==> config.mk <==
export PLATFORM = sky130hd
export DESIGN_NAME = fsop_port
export DESIGN_NICKNAME = d
export VERILOG_FILES = /design/src/common/fsop_pkg.sv /design/src/hw/fsop_port.sv
export SDC_FILE = /design/constraint.sdc
export NUM_CORES = 1
export LEC_CHECK = 0
export BUFFER_PORTS_ARGS = -buffer_cell sky130_fd_sc_hd__buf_4
export CAP_MARGIN = 20
export CORE_MARGIN = 5
export CORE_UTILIZATION = 40
export DETAILED_ROUTE_END_ITERATION = 10
export GPL_ROUTABILITY_DRIVEN = 0
export PLACE_DENSITY_LB_ADDON = 0.25
export SETUP_SLACK_MARGIN = 0.3
export SYNTH_ARGS = -nofsm -noshare
export SYNTH_HDL_FRONTEND = slang
export SYNTH_SLANG_ARGS = --single-unit
==> constraint.sdc <==
create_clock -name ref_clk -period 14 [get_ports ref_clk]
set_clock_uncertainty 0.05 [all_clocks]
set_input_delay 2.1 -clock ref_clk [delete_from_list [all_inputs] [get_ports ref_clk]]
set_output_delay 2.1 -clock ref_clk [all_outputs]
set_load 0.005 [all_outputs]
==> src/common/fsop_pkg.sv <==
// Package of constants for the failsafe output port
package fsop_pkg;
    localparam int CLK_MHZ = 50;
    localparam int CH_COUNT = 6;
    // Output apply delay, longest time in ns
    localparam int APPLY_DELAY_MAX_NS = 60000;
    localparam int APPLY_DELAY_NS = 10000;
    localparam int APPLY_DELAY_CYC = (APPLY_DELAY_NS * CLK_MHZ) / 1000;
    // Least bus cycle time in ns
    localparam int MIN_CYCLE_NS = 100000;
    localparam int MIN_CYCLE_CYC = (MIN_CYCLE_NS * CLK_MHZ + 999) / 1000;
    // Cycles without refresh before a failsafe event
    localparam int LOSS_CYCLES = 3;
    // Register numbers; all but REG_SWITCH_PATTERN are used for acyclic access
    localparam logic [7:0] REG_SWITCH_PATTERN = 8'h02;
    localparam logic [7:0] REG_FAULT_STATUS = 8'h1E;
    localparam logic [7:0] REG_MODE_SELECT = 8'h20;
    localparam logic [7:0] REG_RELEASE = 8'h22;
    localparam logic [7:0] REG_STATIC_PATTERN = 8'h24;
    localparam int RELEASE_BIT = 0;
    localparam logic [7:0] MODE_STATIC = 8'h00;
    localparam logic [7:0] MODE_RETAIN = 8'h01;
    localparam logic [7:0] MODE_RESET = 8'h00;
    localparam logic [7:0] STATIC_RESET = 8'h00;
    localparam logic [5:0] PATTERN_RESET = 6'h00;
    localparam int LOGICAL_SLOTS = 1;
    // Identity code, value arbitrary
    localparam logic [15:0] MODULE_ID = 16'h0A5C;
endpackage : fsop_pkg

==> src/hw/fsop_port.sv <==
// Failsafe six-channel output port
module fsop_port #(
    parameter int CH = fsop_pkg::CH_COUNT,
    parameter int DELAY_CYC = fsop_pkg::APPLY_DELAY_CYC,
    parameter int LOSS_CYC = fsop_pkg::LOSS_CYCLES * fsop_pkg::MIN_CYCLE_CYC
) (
    input wire logic ref_clk,
    input wire logic rst,
    input wire logic cycle_sync_event,
    input wire logic frame_valid,
    input wire logic [7:0] frame_switch_pattern,
    input wire logic [7:0] frame_failsafe_release,
    input wire logic acyc_wr,
    input wire logic acyc_rd,
    input wire logic [7:0] acyc_addr,
    input wire logic [7:0] acyc_wdata,
    output logic [7:0] acyc_rdata,
    output logic [7:0] output_fault_status,
    input wire logic [CH-1:0] chan_sense,
    input wire logic [CH-1:0] chan_overload,
    input wire logic io_supply_ok,
    output logic [CH-1:0] chan_drive,
    output logic error_event,
    output logic module_healthy_flag,
    output logic [1:0] logical_slots
);
    import fsop_pkg::*;
    typedef enum logic [0:0] {FSOP_NORMAL, FSOP_FAILSAFE} fsop_mode_t;
    // ----------------------------------------
    // Input synchronisers
    // ----------------------------------------
    logic [CH-1:0] sense_s1_reg, sense_reg;
    logic [CH-1:0] ovl_s1_reg, ovl_reg;
    logic sup_s1_reg, sup_reg;
    always_ff @(posedge ref_clk or posedge rst)
    begin
        if (rst)
        begin
            sense_s1_reg <= '0;
            sense_reg <= '0;
            ovl_s1_reg <= '0;
            ovl_reg <= '0;
            sup_s1_reg <= 1'b0;
            sup_reg <= 1'b0;
        end
        else
        begin
            sense_s1_reg <= chan_sense;
            sense_reg <= sense_s1_reg;
            ovl_s1_reg <= chan_overload;
            ovl_reg <= ovl_s1_reg;
            sup_s1_reg <= io_supply_ok;
            sup_reg <= sup_s1_reg;
        end
    end
    // ----------------------------------------
    // Frame capture and loss watchdog
    // ----------------------------------------
    logic [CH-1:0] pattern_reg;
    logic [31:0] loss_cnt_reg;
    logic loss_event;
    logic release_reg;
    fsop_mode_t mode_reg;
    assign loss_event = (loss_cnt_reg == 32'(LOSS_CYC - 1)) && !frame_valid;
    always_ff @(posedge ref_clk or posedge rst)
    begin
        if (rst)
            pattern_reg <= PATTERN_RESET;
        else if (frame_valid)
            pattern_reg <= frame_switch_pattern[CH-1:0];
    end
    always_ff @(posedge ref_clk or posedge rst)
    begin
        if (rst)
            loss_cnt_reg <= '0;
        else if (frame_valid)
            loss_cnt_reg <= '0;
        else if (loss_cnt_reg != 32'(LOSS_CYC - 1))
            loss_cnt_reg <= loss_cnt_reg + 32'd1;
    end

    // Release copy starts cleared: failsafe after initial start
    always_ff @(posedge ref_clk or posedge rst)
    begin
        if (rst)
            release_reg <= 1'b0;
        else if (frame_valid)
            release_reg <= frame_failsafe_release[RELEASE_BIT];
        else if (loss_event)
            release_reg <= 1'b0;
    end

    always_ff @(posedge ref_clk or posedge rst)
    begin
        if (rst)
            mode_reg <= FSOP_FAILSAFE;
        else
        begin
            case (mode_reg)
                FSOP_NORMAL:
                    if (!release_reg)
                        mode_reg <= FSOP_FAILSAFE;
                FSOP_FAILSAFE:
                    if (release_reg)
                        mode_reg <= FSOP_NORMAL;
                default:
                    mode_reg <= FSOP_FAILSAFE;
            endcase
        end
    end
    // ----------------------------------------
    // Configuration registers
    // ----------------------------------------
    logic [7:0] mode_sel_reg;
    logic [7:0] static_reg;
    logic [7:0] static_pend_reg;

    always_ff @(posedge ref_clk or posedge rst)
    begin
        if (rst)
            mode_sel_reg <= MODE_RESET;
        else if (acyc_wr && acyc_addr == REG_MODE_SELECT)
            mode_sel_reg <= acyc_wdata;
    end

    always_ff @(posedge ref_clk or posedge rst)
    begin
        if (rst)
            static_pend_reg <= STATIC_RESET;
        else if (acyc_wr && acyc_addr == REG_STATIC_PATTERN)
            static_pend_reg <= acyc_wdata;
    end

    // Written value only takes effect once release copy is set
    always_ff @(posedge ref_clk or posedge rst)
    begin
        if (rst)
            static_reg <= STATIC_RESET;
        else if (release_reg)
            static_reg <= static_pend_reg;
    end

    // ----------------------------------------
    // Output apply delay after sync
    // ----------------------------------------
    logic [15:0] dly_cnt_reg;
    logic dly_run_reg;
    logic apply_pulse;
    logic [CH-1:0] target;
    logic [CH-1:0] last_valid_reg;
    assign apply_pulse = dly_run_reg && (dly_cnt_reg == 16'(DELAY_CYC - 1));
    always_ff @(posedge ref_clk or posedge rst)
    begin
        if (rst)
        begin
            dly_run_reg <= 1'b0;
            dly_cnt_reg <= '0;
        end
        else if (cycle_sync_event)
        begin
            dly_run_reg <= 1'b1;
            dly_cnt_reg <= '0;
        end
        else if (apply_pulse)
            dly_run_reg <= 1'b0;
        else if (dly_run_reg)
            dly_cnt_reg <= dly_cnt_reg + 16'd1;
    end

    always_ff @(posedge ref_clk or posedge rst)
    begin
        if (rst)
            last_valid_reg <= PATTERN_RESET;
        else if (apply_pulse && mode_reg == FSOP_NORMAL)
            last_valid_reg <= pattern_reg;
    end
    always_comb
    begin
        if (mode_reg == FSOP_NORMAL)
            target = pattern_reg;
        else if (mode_sel_reg == MODE_RETAIN)
            target = last_valid_reg;
        else
            target = static_reg[CH-1:0];
    end
    always_ff @(posedge ref_clk or posedge rst)
    begin
        if (rst)
            chan_drive <= '0;
        else if (apply_pulse)
            chan_drive <= target;
    end
    // ----------------------------------------
    // Channel monitoring
    // ----------------------------------------
    logic [CH-1:0] fault_reg;
    logic [CH-1:0] drive_d_reg, drive_d2_reg;
    always_ff @(posedge ref_clk or posedge rst)
    begin
        if (rst)
            {drive_d2_reg, drive_d_reg} <= '0;
        else
            {drive_d2_reg, drive_d_reg} <= {drive_d_reg, chan_drive};
    end
    genvar g;
    generate
        for (g = 0; g < CH; g++)
        begin : g_mon
            // Blank two cycles so the sense synchroniser catches up
            always_ff @(posedge ref_clk or posedge rst)
            begin
                if (rst)
                    fault_reg[g] <= 1'b0;
                else if ((chan_drive[g] != drive_d_reg[g]) || (drive_d_reg[g] != drive_d2_reg[g]))
                    fault_reg[g] <= 1'b0;
                else
                    fault_reg[g] <= ovl_reg[g]
                        || (chan_drive[g] && !sup_reg)
                        || (!chan_drive[g] && sense_reg[g])
                        || (chan_drive[g] && !sense_reg[g]);
            end
        end
    endgenerate
    logic [CH-1:0] fault_d_reg;
    always_ff @(posedge ref_clk or posedge rst)
    begin
        if (rst)
        begin
            fault_d_reg <= '0;
            error_event <= 1'b0;
        end
        else
        begin
            fault_d_reg <= fault_reg;
            error_event <= (fault_reg != fault_d_reg);
        end
    end
    assign output_fault_status = {{(8 - CH){1'b0}}, fault_reg};
    assign module_healthy_flag = (mode_reg == FSOP_NORMAL);
    assign logical_slots = 2'(LOGICAL_SLOTS);
    // ----------------------------------------
    // Acyclic read port
    // ----------------------------------------
    always_ff @(posedge ref_clk or posedge rst)
    begin
        if (rst)
            acyc_rdata <= 8'h00;
        else if (acyc_rd)
        begin
            if (acyc_addr == REG_FAULT_STATUS)
                acyc_rdata <= output_fault_status;
            else if (acyc_addr == REG_MODE_SELECT)
                acyc_rdata <= mode_sel_reg;
            else if (acyc_addr == REG_STATIC_PATTERN)
                acyc_rdata <= static_reg;
            else if (acyc_addr == REG_RELEASE)
                acyc_rdata <= {7'h00, release_reg};
            else
                acyc_rdata <= 8'h00;
        end
    end
endmodule : fsop_port

==> flow_summary.yaml <==
worst_setup_path:
  start_kind: "primary input"
  r2r_start: "loss_cnt_reg[3]$_DFFE_PP0P_"
  path_class: "in -> reg"
  crit_path_end_kind: "flip-flop"
  slowest_stage: "nor2b_1"
  required_ps: 14250
  crit_path_max_incr_delay_ps: 560
  r2r_cells: 4
  reg2reg_slack_ps: 11460
  cp_cell_sequence: "buf_4 > nor3b_1 > nor2b_1 > nand4_1 > mux2_2"
  cp.arrival_ps: 3970
  cp_max_fo: 10
  timing.rr.end: "loss_cnt_reg[27]$_DFFE_PP0P_"
global_route:
  use_met2_pct: 24.3
  grtUsageMet3_pct: 4.09
  grt-busiest-layer: "met2"
  use_met1_pct: 20.6
  grt_start_max_net_pins: 79
  grt_overflow: 0
  grt_pass1_wl_microns: 22600
  grt.total_usage_pct: 15.3
  grt_pass1_vias: 4569
  antenna_found_initial: 0
synthesis:
  synth_cell_types: 53
  syn_area_sq_mm: 0.00651
  synth_seq_cells: 152
  ys_warn_count: 0
  synth_top_cells_by_area: "dfrtp_1 58%, mux2_2 9.0%, nor2_1 2.4%, nand4_1 1.9%, xnor2_1 1.7%"
  async_flop_share_pct: 100
  yosysTopAreaCellShare_pct: 58.1
  synth_ff_type: "dfrtp_1"
  syn_area_per_cell_sq_um: 11.7
  postSynthCellCount: 557
  synth_edf_count: 0
  synth_top_cell_by_area: "dfrtp_1"
  synth.yosys.seq_area_share_pct: 58.5
final_layout:
  seq_area_sq_mm: 0.00380
  multiInputGateArea_sq_mm: 0.00249
  stdcell_count: 845
  design_area_sq_mm: 0.00770
  antenna_cells: 0
  nNetsFinal: 670
  drive_gt1_share_pct: 24.8
  largest_reg_flops: 32
  nFillCells: 1433
  syn2layout_area_growth_pct: 18.4
timing:
  rsz0062_at_grt: "false"
  maxSlewViolCount: 0
  worstMarginPinSlew_ps: 974
  fmax_mhz: 269
  period_needed_ps: 3720
  tns_ps: 0
  fin_crit_sh_pct: 26.6
  setup_violations: 0
  maxSlewHeadroom_pct: 34.5
  finalHoldViolCount: 0
floorplanning:
  initial_core_util_pct: 40.8
  io_pins: 77
  die_area_sq_mm: 0.0189
  core_area_sq_mm: 0.0159
  chipHeight_microns: 138
  core.rowCount: 46
  fp.dieW_microns: 138
clock_network:
  cts-buffers-inserted: 17
  cts_max_path_buffers: 2
  cts.repair.resized: 0
  ctsHoldBuffers: 0
  worstSkewPairLatency_ps: 410
  cts_tree: "built"
  post_cts_buffers: 0
  path_clk_slew_ps: 60
  cts_root_buf: "clkbuf_16"
  clkSinkCount: 152
  htreeDepth: 4
drt:
  drt_iter0_markers: 281
  first_pass_iters: 4
  vias_per_cell: 5.32
  vias: 4497
  wire_per_inst_microns: 16.0
  drc: 0
  drt_wl_total_microns: 13500
  drtAntennaViolNets: 0
placement:
  place_area_sq_mm: 0.00714
  dp_hpwl_microns: 9380
  dp_cells: 813
  placement.io_buffers: 63
worst_hold_path:
  min_path_cells: 0
  hold_path_class: "reg -> reg"
  whs_endpoint: "ovl_reg[1]$_DFF_PP0_"
  min_from: "ovl_s1_reg[1]$_DFF_PP0_"
pwr:
  power-per-cell-area_mw_per_mm2: 122
  ir_drop_uv: 81.8
  p_leak_uw: 0.00338
  fin_total_pwr_uw: 940
job:
  cap_viol_max_count: 0
outcome:
  status: "completed"
## synth_stat cells (2+ instances only)
cell type	number
mux2_2	52
nand2_1	15
nand4_1	20
buf_6	2
nand3_1	20
buf_4	4
nand2b_1	3
nor4_1	12
or4_1	9
conb_1	2
inv_1	23
and4_1	4
mux2_1	4
nor2_1	41
nor4b_1	6
nor3_1	11
xnor2_1	13
xor2_1	10
a31oi_1	7
nand3b_1	6
and2_1	3
o41ai_1	6
dfrtp_1	151
or2_2	2
o21ai_1	5
clkbuf_1	16
o31ai_1	6
a21oi_1	19
or3_1	12
a22oi_1	6
nor4bb_1	2
nor2b_1	12
mux2i_1	3
ha_1	2
o22ai_1	8
buf_1	3
a21o_1	2
o21ai_0	16
and3_1	5
## placed cells by master, fill, tap and decap left out, types with 10 or more instances in the layout
master	instances
nor2b_1	12
or3_1	12
inv_1	22
nand4_1	20
xnor2_1	13
nand3_1	20
o21ai_0	16
nor4_1	12
nor2_1	41
a21oi_1	19
xor2_1	10
buf_4	64
nor3_1	11
dfrtp_1	151
mux2_2	52
nand2_1	15
clkbuf_16	17
## worst max-delay path, delay by kind of cell
kind | cells | cell delay, ps
and+or+nand+nor | 3 | 1310
buffers and inverters | 1 | 110
muxes | 1 | 440
## cell type report
class / count / share of cell area (%)
multi-input cells: 358 / 32.4
clock inverters: 11 / 1.32
repair buffers: 65 / 6.30
clock buffers: 20 / 5.93
well taps: 216 / 3.51
inverters: 23 / 1.19
flip-flops and latches: 152 / 49.4
## how the worst max path moves through the flow
stage / from / endpoint / slack [ps] / depth (start not counted)
finish: acyc_addr[4] / static_pend_reg[7]$_DFFE_PP0P_ / 10280 / 5
global placement: acyc_addr[4] / static_pend_reg[2]$_DFFE_PP0P_ / 9790 / 5
detailed placement: acyc_addr[4] / static_pend_reg[7]$_DFFE_PP0P_ / 9820 / 5
global route: acyc_addr[4] / mode_sel_reg[7]$_DFFE_PP0P_ / 10110 / 5
CTS: acyc_addr[4] / static_pend_reg[7]$_DFFE_PP0P_ / 10250 / 5
floorplan: rst / acyc_rdata[0]$_DFFE_PP0P_ / 7760 / 1
## report_power, final
part           switching, uW  internal [uW]  total [uW]  leakage (uW)
Sequential              11.8            453         465       0.00198
Clock                    174            252         427      0.000264
Combinational           25.9           22.7        48.7       0.00113
Total                    212            728         940       0.00338
## metal layers
layer	share of wire, %	vias to the layer above
li1	-	2135
met1	45	2243
met2	48	108
met3	5.4	11
met4	0.90	0
met5	0	-
## metrics by stage
| step | utilization, % | hold slack, ps | setup WS, ps |
|---|---|---|---|
| finish | 48.3 | 296 | 10280 |
| global route | 48.3 | 307 | 10110 |
| CTS | 48.3 | 298 | 10250 |
| detailed placement | 44.8 | 285 | 9820 |
| global placement | 44.8 | 282 | 9790 |
| floorplan | - | 281 | 7760 |
## logic make-up (layout without fill, tap and decap cells)
kind of cell	after synthesis	after routing	share of synthesized area [%]
flops	152	152	58.5
mux	59	59	10.2
other cells	2	4	0.115
xor+xnor	23	23	3.10
compound gates	79	79	7.48
buf+inv	49	119	3.31
simple gates	191	191	17.0
fa+ha+maj	2	2	0.384
No activity file was read; power rests on OpenSTA's default activity.
